`config.mk`:
```
export PLATFORM = sky130hd
export DESIGN_NAME = lls_top
export DESIGN_NICKNAME = d
export VERILOG_FILES = /design/src/include/lls_pkg.sv /design/src/core/lls_flasher.sv /design/src/core/lls_top.sv
export SDC_FILE = /design/constraint.sdc
export NUM_CORES = 1
export LEC_CHECK = 0
export BUFFER_PORTS_ARGS = -buffer_cell sky130_fd_sc_hd__buf_2
export CORE_MARGIN = 1
export CORE_UTILIZATION = 35
export CTS_CLUSTER_SIZE = 10
export DETAILED_ROUTE_END_ITERATION = 8
export HOLD_SLACK_MARGIN = 0.02
export SETUP_SLACK_MARGIN = 0.05
export SYNTH_ARGS = -nofsm -noshare
export SYNTH_HDL_FRONTEND = slang
export SYNTH_SLANG_ARGS = --single-unit
```
`constraint.sdc`:
```
create_clock -name clk_sys -period 1.5 [get_ports clk_sys]
set_input_delay 0.225 -clock clk_sys [delete_from_list [all_inputs] [get_ports clk_sys]]
set_output_delay 0.225 -clock clk_sys [all_outputs]
set_load 0.02 [all_outputs]
```
`src/include/lls_pkg.sv`:
```
// Package for the link indicator and host mode strap block
// Contract
// RULE1: Link, speed, duplex indicators active low, both modes
// RULE2: Activity steady when idle, high when link down
// RULE3: Activity flashes during traffic while link up
// RULE4: Collision indicator low on transmit collision
// RULE5: Strap 0000 serial, 010X parallel host mode
// RULE6: Internal clock 25MHz low-frequency or 100MHz normal
// RULE7: Strap sampled once after reset, then held
package lls_pkg;
  localparam logic [3:0] STRAP_SERIAL = 4'h0;
  localparam logic [3:0] STRAP_PAR_MASK = 4'hE;
  localparam logic [3:0] STRAP_PAR = 4'h4;
  localparam int REF_CLK_MHZ = 25;
  localparam int LOWF_CLK_MHZ = 25;
  localparam int NORM_CLK_MHZ = 100;
  localparam int SYS_CLK_MHZ = 10;
  localparam int FLASH_HALF_MS = 50;
  localparam int FLASH_HALF_CYC = FLASH_HALF_MS * 1000 * SYS_CLK_MHZ;
  localparam logic FLASH_RESET = 1'h0;
  localparam logic LED_DARK = 1'h1;
  localparam int RESET_CLK_MHZ = NORM_CLK_MHZ;

  typedef enum logic [2:0] {
    LLS_HOST_NONE = 3'h1,
    LLS_HOST_SERIAL = 3'h2,
    LLS_HOST_PARALLEL = 3'h4
  } lls_host_t;

  typedef struct packed {
    logic link_up;
    logic speed_100;
    logic full_duplex;
    logic traffic;
    logic collision;
  } lls_status_t;

  typedef struct packed {
    logic link_up_led_n;
    logic speed_100_led_n;
    logic full_duplex_led_n;
    logic traffic_activity_led_n;
    logic collision_led_n;
  } lls_leds_t;
endpackage : lls_pkg

```
`src/core/lls_flasher.sv`:
```
// Blink generator for the traffic activity indicator
`timescale 1ns/10ps
module lls_flasher #(
  parameter int HALF_CYC = lls_pkg::FLASH_HALF_CYC
) (
  input wire logic clk_sys,
  input wire logic rst,
  input wire logic run,
  output logic phase
);
  localparam int CW = $clog2(HALF_CYC + 1);
  localparam logic [CW-1:0] LAST = CW'(HALF_CYC - 1);
  logic [CW-1:0] cnt_reg;
  logic [CW-1:0] cnt_next;
  logic phase_reg;
  logic phase_next;
  wire wrap = (cnt_reg == LAST);

  // Counter parks while idle so each burst starts with a full lit half
  always_comb begin
    cnt_next = cnt_reg;
    phase_next = phase_reg;
    if (!run) begin
      cnt_next = '0;
      phase_next = lls_pkg::FLASH_RESET;
    end else if (wrap) begin
      cnt_next = '0;
      phase_next = ~phase_reg;
    end else begin
      cnt_next = cnt_reg + CW'(1);
    end
  end

  always_ff @(posedge clk_sys) begin
    if (rst) begin
      cnt_reg <= '0;
      phase_reg <= lls_pkg::FLASH_RESET;
    end else begin
      cnt_reg <= cnt_next;
      phase_reg <= phase_next;
    end
  end

  assign phase = phase_reg;
endmodule : lls_flasher

```
`src/core/lls_top.sv`:
```
// Link indicator drivers, host mode strap decode and internal clock mode select
`timescale 1ns/10ps
module lls_top #(
  parameter int FLASH_HALF_CYC = lls_pkg::FLASH_HALF_CYC
) (
  input wire logic clk_sys,
  input wire logic rst,
  input wire lls_pkg::lls_status_t phy_status,
  input wire logic [3:0] host_if_strap,
  input wire logic low_freq_mode,
  output lls_pkg::lls_leds_t leds,
  output lls_pkg::lls_host_t host_mode,
  output logic host_mode_valid,
  output logic [7:0] int_clk_mhz
);
  ////////////////////////////////////////////////////////////////
  // Local types

  // One-hot sequencer for the strap capture
  typedef enum logic [1:0] {
    LLS_CAP_WAIT = 2'h1,
    LLS_CAP_HELD = 2'h2
  } lls_cap_state_t;

  ////////////////////////////////////////////////////////////////
  // Functions

  // Exact match: every strap bit counts
  function automatic logic strap_is_serial(input logic [3:0] s);
    strap_is_serial = (s == lls_pkg::STRAP_SERIAL);
  endfunction : strap_is_serial

  // Lowest strap bit is a don't-care for the parallel bus
  function automatic logic strap_is_parallel(input logic [3:0] s);
    strap_is_parallel = ((s & lls_pkg::STRAP_PAR_MASK) == lls_pkg::STRAP_PAR);
  endfunction : strap_is_parallel

  // Unused codes map to none, so a mis-strapped board stays visible
  function automatic lls_pkg::lls_host_t decode_strap(input logic [3:0] s);
    if (strap_is_serial(s)) begin
      decode_strap = lls_pkg::LLS_HOST_SERIAL;
    end else if (strap_is_parallel(s)) begin
      decode_strap = lls_pkg::LLS_HOST_PARALLEL;
    end else begin
      decode_strap = lls_pkg::LLS_HOST_NONE;
    end
  endfunction : decode_strap

  // Pin level for an active-high condition on an active-low LED
  function automatic logic led_level(input logic on);
    led_level = ~on;
  endfunction : led_level

  function automatic logic [7:0] clk_rate(input logic low_freq);
    if (low_freq) begin
      clk_rate = 8'(lls_pkg::LOWF_CLK_MHZ);
    end else begin
      clk_rate = 8'(lls_pkg::NORM_CLK_MHZ);
    end
  endfunction : clk_rate

  ////////////////////////////////////////////////////////////////
  // Strap capture

  wire lls_pkg::lls_host_t strap_mode = decode_strap(host_if_strap); // RULE5
  lls_cap_state_t cap_state_reg;
  lls_cap_state_t cap_state_next;
  lls_pkg::lls_host_t mode_reg;
  lls_pkg::lls_host_t mode_next;
  logic valid_reg;
  logic valid_next;

  // Capture on the first edge after release; later strap motion is ignored,
  // so strap pins reused by board logic after reset cannot flip the mode
  always_comb begin
    cap_state_next = cap_state_reg;
    mode_next = mode_reg;
    valid_next = valid_reg;
    case (cap_state_reg)
      LLS_CAP_WAIT: begin
        cap_state_next = LLS_CAP_HELD;
        mode_next = strap_mode; // RULE7
        valid_next = 1'h1;
      end
      LLS_CAP_HELD: begin
        cap_state_next = LLS_CAP_HELD;
      end
      default: begin
        // Illegal code: go back and recapture rather than lock up
        cap_state_next = LLS_CAP_WAIT;
        mode_next = lls_pkg::LLS_HOST_NONE;
        valid_next = 1'h0;
      end
    endcase
  end

  always_ff @(posedge clk_sys) begin
    if (rst) begin
      cap_state_reg <= LLS_CAP_WAIT;
    end else begin
      cap_state_reg <= cap_state_next;
    end
  end

  always_ff @(posedge clk_sys) begin
    if (rst) begin
      mode_reg <= lls_pkg::LLS_HOST_NONE;
    end else begin
      mode_reg <= mode_next;
    end
  end

  always_ff @(posedge clk_sys) begin
    if (rst) begin
      valid_reg <= 1'h0;
    end else begin
      valid_reg <= valid_next;
    end
  end

  ////////////////////////////////////////////////////////////////
  // Indicator inputs

  wire link_up = phy_status.link_up;
  wire speed_100 = phy_status.speed_100;
  wire full_duplex = phy_status.full_duplex;
  wire traffic = phy_status.traffic;
  wire collision = phy_status.collision;

  ////////////////////////////////////////////////////////////////
  // Activity blink

  // A dead link keeps the LED dark, so only a live link may blink
  wire flash_run = link_up & traffic; // RULE3
  logic flash_phase;

  lls_flasher #(
    .HALF_CYC(FLASH_HALF_CYC)
  ) lls_flasher_inst (
    .clk_sys(clk_sys),
    .rst(rst),
    .run(flash_run),
    .phase(flash_phase)
  );

  // Phase gated by traffic: the LED settles on the first edge after
  // traffic stops instead of finishing a dark half
  wire activity_dark = flash_run & flash_phase; // RULE3
  wire activity_lit = link_up & ~activity_dark; // RULE2

  ////////////////////////////////////////////////////////////////
  // Indicator next values

  // Indicators work in either host mode, so none is gated by the strap
  wire link_led_next = led_level(link_up); // RULE1
  wire speed_led_next = led_level(speed_100); // RULE1
  wire duplex_led_next = led_level(full_duplex); // RULE1
  wire activity_led_next = led_level(activity_lit); // RULE2 RULE3
  wire collision_led_next = led_level(collision); // RULE4

  ////////////////////////////////////////////////////////////////
  // Indicator registers

  // One flop per pin; reset leaves every LED dark
  logic link_led_reg;
  logic speed_led_reg;
  logic duplex_led_reg;
  logic activity_led_reg;
  logic collision_led_reg;

  always_ff @(posedge clk_sys) begin
    if (rst) begin
      link_led_reg <= lls_pkg::LED_DARK;
    end else begin
      link_led_reg <= link_led_next;
    end
  end

  always_ff @(posedge clk_sys) begin
    if (rst) begin
      speed_led_reg <= lls_pkg::LED_DARK;
    end else begin
      speed_led_reg <= speed_led_next;
    end
  end

  always_ff @(posedge clk_sys) begin
    if (rst) begin
      duplex_led_reg <= lls_pkg::LED_DARK;
    end else begin
      duplex_led_reg <= duplex_led_next;
    end
  end

  always_ff @(posedge clk_sys) begin
    if (rst) begin
      activity_led_reg <= lls_pkg::LED_DARK;
    end else begin
      activity_led_reg <= activity_led_next;
    end
  end

  always_ff @(posedge clk_sys) begin
    if (rst) begin
      collision_led_reg <= lls_pkg::LED_DARK;
    end else begin
      collision_led_reg <= collision_led_next;
    end
  end

  ////////////////////////////////////////////////////////////////
  // Internal clock rate selection

  // Only the chosen rate is reported; the multiplier itself sits outside
  // and follows it. Reset picks the normal rate.
  wire [7:0] clk_next = clk_rate(low_freq_mode); // RULE6
  logic [7:0] clk_reg;

  always_ff @(posedge clk_sys) begin
    if (rst) begin
      clk_reg <= 8'(lls_pkg::RESET_CLK_MHZ);
    end else begin
      clk_reg <= clk_next;
    end
  end

  ////////////////////////////////////////////////////////////////
  // Outputs, each straight from a flip-flop

  assign leds = {
    link_led_reg,
    speed_led_reg,
    duplex_led_reg,
    activity_led_reg,
    collision_led_reg
  };
  assign host_mode = mode_reg;
  assign host_mode_valid = valid_reg;
  assign int_clk_mhz = clk_reg;
endmodule : lls_top

```
==> results of run 1 <==
==> where the power goes <==
group	internal (mW)	switching [mW]
Sequential	0.925	0.0248
Clock	0.363	0.284
Combinational	0.106	0.136
Total	1.39	0.445
==> worst max-delay path by stage <==
stage,start,end
floorplan,lls_flasher_inst.cnt_reg[0],lls_flasher_inst.cnt_reg[18]
global placement,lls_flasher_inst.cnt_reg[11],lls_flasher_inst.cnt_reg[18]
detailed placement,lls_flasher_inst.cnt_reg[11],lls_flasher_inst.cnt_reg[18]
CTS,lls_flasher_inst.cnt_reg[12],lls_flasher_inst.cnt_reg[18]
global route,lls_flasher_inst.cnt_reg[10],lls_flasher_inst.cnt_reg[18]
finish,lls_flasher_inst.cnt_reg[9],lls_flasher_inst.cnt_reg[18]
==> timing repair <==
action	4_1_cts	5_1_grt
hold endpoints to repair	0	0
setup buffers	2	0
resized for setup	15	10
endpoints found under the setup margin	20	21
pin swaps	5	5
==> worst max-delay path: stages, from the launching register on <==
cell	delay, ns
dfxtp_4	0.37
nor4b_4	0.26
nand4_1	0.21
o21ai_4	0.29
buf_6	0.16
a21oi_1	0.04
==> area by class of cell <==
type	instances	area [sq um]	area share
multi-input combinational	101	711.9	0.3680
timing repair buffer	52	344.1	0.1779
inverter	12	45.04	0.02329
sequential	33	684.4	0.3538
tap	50	62.56	0.03234
clock buffer	7	86.33	0.04463
==> cell families (layout without fill, tap and decap cells) <==
logic type / Yosys count / after routing / share of synthesized area
xor gates and xnor gates: 15 / 15 / 0.09036
DFF: 33 / 33 / 0.4544
buffers and inverters: 26 / 71 / 0.09896
adders and majority gates: 3 / 3 / 0.02582
AOI/OAI and AO/OA: 13 / 13 / 0.06454
and+or+nand+nor: 68 / 68 / 0.2633
other: 1 / 2 / 0.002579
==> synthesized netlist by cell type, types with 3 or more instances <==
library cell / instances / area [sq um]
buf_4: 12 / 90.09
ha_1: 3 / 37.54
nor2_1: 25 / 93.84
nand2_1: 5 / 18.77
dfxtp_1: 33 / 660.6
xnor2_1: 13 / 113.9
nand3_1: 6 / 30.03
nand4_1: 3 / 18.77
nor3_1: 5 / 25.02
inv_1: 12 / 45.04
or3_1: 3 / 18.77
nor4_1: 5 / 31.28
nand2b_1: 6 / 37.54
==> per-stage QoR <==
stage / setup slack, ns / hold WS [ns]
6_report: 0.05798 / 0.1154
4_1_cts: 0.004093 / 0.1056
2_1_floorplan: 0.03052 / 0.2987
3_5_place_dp: -0.1140 / 0.4007
5_1_grt: -0.006255 / 0.1079
3_3_place_gp: -0.05714 / 0.4019
==> metal layers <==
metal  vias to the layer above  track usage
met1                       529       0.1615
met3                         4      0.03767
met2                        30       0.2143
met5                         -            0
met4                         0      0.07181
li1                        604            -
==> results_dict.tcl, run 1 <==
set metrics [dict create \
    overflow 0 \
    clk_latency_ns 0.27 \
    wl_met3_um 148 \
    grtUsageTotal 0.1340 \
    cts.sinks 33 \
    worstRegToRegCells 5 \
    layout-drive-gt1-share 0.4049 \
    clkTransAtPathRegs_ns 0.06 \
    setup_tns_ns 0 \
    grt_pass1_vias 1060 \
    syn_to_final_growth_pct 33.05 \
    outcome "completed" \
    regToRegSetupSlack_ns 0.06 \
    ys_ff_latch 33 \
    n_fill_cell 378 \
    num-nets-final 220 \
    vias 1167 \
    drc 0 \
    timing.rr.end "lls_flasher_inst.cnt_reg[18]" \
    max-clock-path-buffers 2 \
    ys_warn_count 0 \
    skew_ns 0.003231 \
    rows 23 \
    finalCritPeriodShare 0.9613 \
    drt-initial-drc-count 37 \
    period_needed_ns 1.442 \
    wl_um 2634 \
    die_w_um 66.45 \
    cts_root_buffer "clkbuf_8" \
    max_cap_viol_count 0 \
    slew_viol_final 0 \
    largest_register_ffs 19 \
    dp_hpwl_um 1966 \
    antennaDiodeCount 0 \
    gp_congestion 0.8092 \
    synth_seq_area_share 0.4544 \
    hold_path_depth 2 \
    critPathKind "register to register" \
    fp.coreArea_sq_mm 0.004000 \
    end_kind "register" \
    p_per_area_mw_per_mm2 950.8 \
    postLayoutCellArea_sq_mm 0.001934 \
    worstReg2RegStart "lls_flasher_inst.cnt_reg[9]" \
    worstPathMaxFanout 5 \
    stdcell_count 255 \
    synth_cells 159 \
    final_common_cell "buf_2" \
    wl_per_cell_um 10.33 \
    grt_pass1_wl_um 4326 \
    viasPerCell 4.576 \
    final_antenna_net_count 0 \
    worst_ep_required_time_ns 1.65 \
    max_freq_mhz 693.5 \
    tritoncts "done" \
    synth_ff_type "dfxtp_1" \
    pin_count 29 \
    synth_edf_count 0 \
    met2WireLength_um 1119 \
    hold_path_class "primary input to register" \
    ctsHoldBuffers 0 \
    setup_viol 0 \
    cts_buffers 5 \
    final_cell_mix "buf_2, nor2_1, buf_4, dfxtp_1, xnor2_1" \
    start_util 0.3635 \
    rsz0062_at_grt "yes" \
    htreeDepth 2 \
    dpl_cell_area_sq_mm 0.001747 \
    met1_length_um 1320 \
    fin_util 0.4836 \
    syn_area_sq_mm 0.001454 \
    ys_async_sr_fraction 0 \
    grt_max_degree 11 \
    worstPathArrival_ns 1.59 \
    hold_start "phy_status[2]" \
    vdd_drop_max_mv 0.3717 \
    drt-pass1-iter-count 4 \
    die_y_um 66.45 \
    whs_endpoint "duplex_led_reg" \
    synth_cell_types 35 \
    die_area_sq_mm 0.004416 \
    dp_cells 246 \
    numPortBuffers 26 \
    worstSetupStartpointType "register" \
    power.leakage_nw 0.7789 \
    syn_area_per_cell_sq_um 9.144 \
    antenna_found_initial 0 \
    hold_viol_final 0 \
    topRoutingLayerUsed "met4" \
    p_total_mw 1.839 \
]
(Power assumes the default switching activity.)
==> inputs of run 2 (changes only) <==
--- a/config.mk
+++ b/config.mk
@@ -5,6 +5,7 @@
 export SDC_FILE = /design/constraint.sdc
 export NUM_CORES = 1
 export LEC_CHECK = 0
+export ABC_AREA = 1
 export BUFFER_PORTS_ARGS = -buffer_cell sky130_fd_sc_hd__buf_2
 export CORE_MARGIN = 1
 export CORE_UTILIZATION = 35
==> run 2 against run 1 <==
  * Sequential cell count stayed put
  * Sequential power hardly changed
  * Combinational power is 11% lower
  * Non-clock buffer count is 20 lower
  * Highest routed layer unchanged
==> results_dict.tcl, run 2 <==
set metrics [dict create \
    seqCellArea_sq_um 664.4 \
    synth_cell_types 27 \
    dp_cells 282 \
    final_common_cell "nand2_1" \
    worstPathArrival_ns 1.55 \
    largest_register_ffs 19 \
    max-clock-path-buffers 2 \
    period_needed_ns 1.375 \
    fp.coreArea_sq_mm 0.004354 \
    worstRegToRegCells 9 \
    multi_input_area_sq_um 739.5 \
    clk_latency_ns 0.28 \
    hold_viol_final 0 \
    ys_async_sr_fraction 0 \
    outcome "completed" \
    grt_pass1_vias 1135 \
    hold_path_depth 2 \
    num-nets-final 256 \
    gp_congestion 0.8087 \
    drt-initial-drc-count 41 \
    cts_root_buffer "clkbuf_8" \
    wl_per_cell_um 9.262 \
    end_kind "register" \
    synth_xor_area_frac 0.03883 \
    yosysTopAreaCellShare 0.4184 \
    die_w_um 69.17 \
    final_cell_mix "nand2_1, nor2_1, dfxtp_1, inv_1, buf_2" \
    worst_ep_required_time_ns 1.68 \
    n_fill_cell 444 \
    synth_compound_area_frac 0.04754 \
    overflow 0 \
    pin_count 29 \
    final_antenna_net_count 0 \
    layout-drive-gt1-share 0.2562 \
    worstPathMaxFanout 5 \
    max_cap_viol_count 0 \
    yosys-top-cells-count "nand2_1, nor2_1, dfxtp_1" \
    viasPerCell 4.310 \
    syn_to_final_growth_pct 16.24 \
    die_area_sq_mm 0.004784 \
    die_y_um 69.17 \
    stdcell_count 294 \
    max_freq_mhz 727.4 \
    numPortBuffers 26 \
    cts.sinks 33 \
    cts_buffers 5 \
    antenna_found_initial 0 \
    critPathKind "register to register" \
    netlist_top_cells_area "dfxtp_1, nand2_1, nor2_1" \
    syn_area_per_cell_sq_um 7.413 \
    synthAdderAreaFrac 0.02377 \
    clkTransAtPathRegs_ns 0.06 \
    synth_cells 213 \
    grt_max_degree 18 \
    ys_ff_latch 33 \
    ys_warn_count 0 \
    synth_ff_type "dfxtp_1" \
    drt-pass1-iter-count 4 \
    rows 24 \
    tritoncts "done" \
    finalCritPeriodShare 0.9165 \
    slew_viol_final 0 \
    hold_path_class "primary input to register" \
    p_per_area_mw_per_mm2 980.3 \
    vdd_drop_max_mv 0.3489 \
    worstSetupStartpointType "register" \
    wl_um 2723 \
    grt_pass1_wl_um 4802 \
    power.leakage_nw 0.7418 \
    htreeDepth 2 \
    ctsHoldBuffers 0 \
    antennaDiodeCount 0 \
    yosysMostFrequentCell "nand2_1" \
    dp_hpwl_um 2016 \
    synth_edf_count 0 \
    yosys.area.top_type "dfxtp_1" \
    setup_viol 0 \
    vias 1267 \
    slowest_stage "dfxtp_2" \
    synth_simple_gate_area_frac 0.3407 \
    skew_ns 0.003247 \
    grtUsageTotal 0.1257 \
    syn_area_sq_mm 0.001579 \
    crit_path_cell_trace "ha_2 > nand2_2 > nor2_4 > buf_4 > nand2_4 > nor2_4 > nand3_1 > nand3_1 > nor2_1" \
    drc 0 \
    setup_tns_ns 0 \
    slowest_delay_ns 0.33 \
    synth_seq_area_share 0.4184 \
    synth_top_family_by_area "simple AND/OR/NAND/NOR gates" \
    rsz0062_at_grt "no" \
    synth.mux.area_fraction 0 \
    start_util 0.3626 \
]
## run 2: cell types whose count changed in the layout (fill, tap and decap cells not counted), moves of 7 or more
cell / delta
a21oi_1: +8
dfxtp_2: -7
inv_1: +16
dfxtp_1: +10
buf_4: -15
nor2_1: +8
nand2_1: +38
xnor2_1: -10
## run 2: timing repair
item	CTS	global route
setup buffers	0	4
cloned	0	0
endpoints found under the setup margin	1	5
resized for setup	1	7
pin swaps	0	3
## run 2: final timing paths
check / end / from / slack, ns
worst max-delay path: lls_flasher_inst.cnt_reg[18] / lls_flasher_inst.cnt_reg[0] / 0.13
worst min-delay path: speed_led_reg / phy_status[3] / 0.1
worst max register to register: lls_flasher_inst.cnt_reg[18] / lls_flasher_inst.cnt_reg[0] / 0.13
worst min register to register: lls_flasher_inst.phase / lls_flasher_inst.phase / 0.46
## run 2: logic make-up (layout without fill, tap and decap cells)
group                      count (synthesis)  after routing
other                                      1              2
xor gates and xnor gates                   7              7
adders and majority gates                  3              3
and+or+nand+nor                          113            113
AOI/OAI and AO/OA                         15             15
DFF                                       33             33
buffers and inverters                     41             69
## run 2: metal layers
metal  track usage  vias up  part of all wire
li1              -      694                 -
met1        0.1495      530              0.50
met2        0.1877       40              0.41
met3       0.05848        3             0.074
met4       0.06576        0             0.013
met5             0        -                 0
## run 2: critical path, delay by kind of cell, from the launching register on
family	cells	cell delay (ns)
buffers and inverters	1	0.15
DFF	1	0.33
and+or+nand+nor	7	0.61
adders and majority gates	1	0.18
## run 2: final cells by class
type,count,share of cell area
Inverter,29,0.05930
Timing Repair Buffer,32,0.09543
Multi-Input combinational cell,140,0.4029
Clock inverter,2,0.005453
Tap cell,52,0.03545
Sequential cell,33,0.3620
Clock buffer,6,0.03954
## run 2: power by group
part / leakage (nW) / internal (mW) / switching, mW
registers: 0.270 / 0.930 / 0.0219
clock network: 0.0450 / 0.321 / 0.311
logic: 0.426 / 0.0774 / 0.138
## run 2: stage by stage
| stage | hold slack, ns | utilization | instance area, sq um | setup slack, ns | power (mW) |
|---|---|---|---|---|---|
| after floorplan | 0.2941 | - | 1583 | 0.2364 | 1.144 |
| after global placement | 0.3956 | 0.3902 | 1699 | 0.1111 | 1.185 |
| after detailed placement | 0.3932 | 0.3902 | 1699 | 0.05502 | 1.188 |
| after CTS | 0.08449 | 0.4112 | 1790 | 0.05956 | 1.838 |
| after global routing | 0.08136 | 0.4216 | 1836 | 0.03578 | 1.901 |
| final | 0.09740 | 0.4216 | 1836 | 0.1253 | 1.799 |
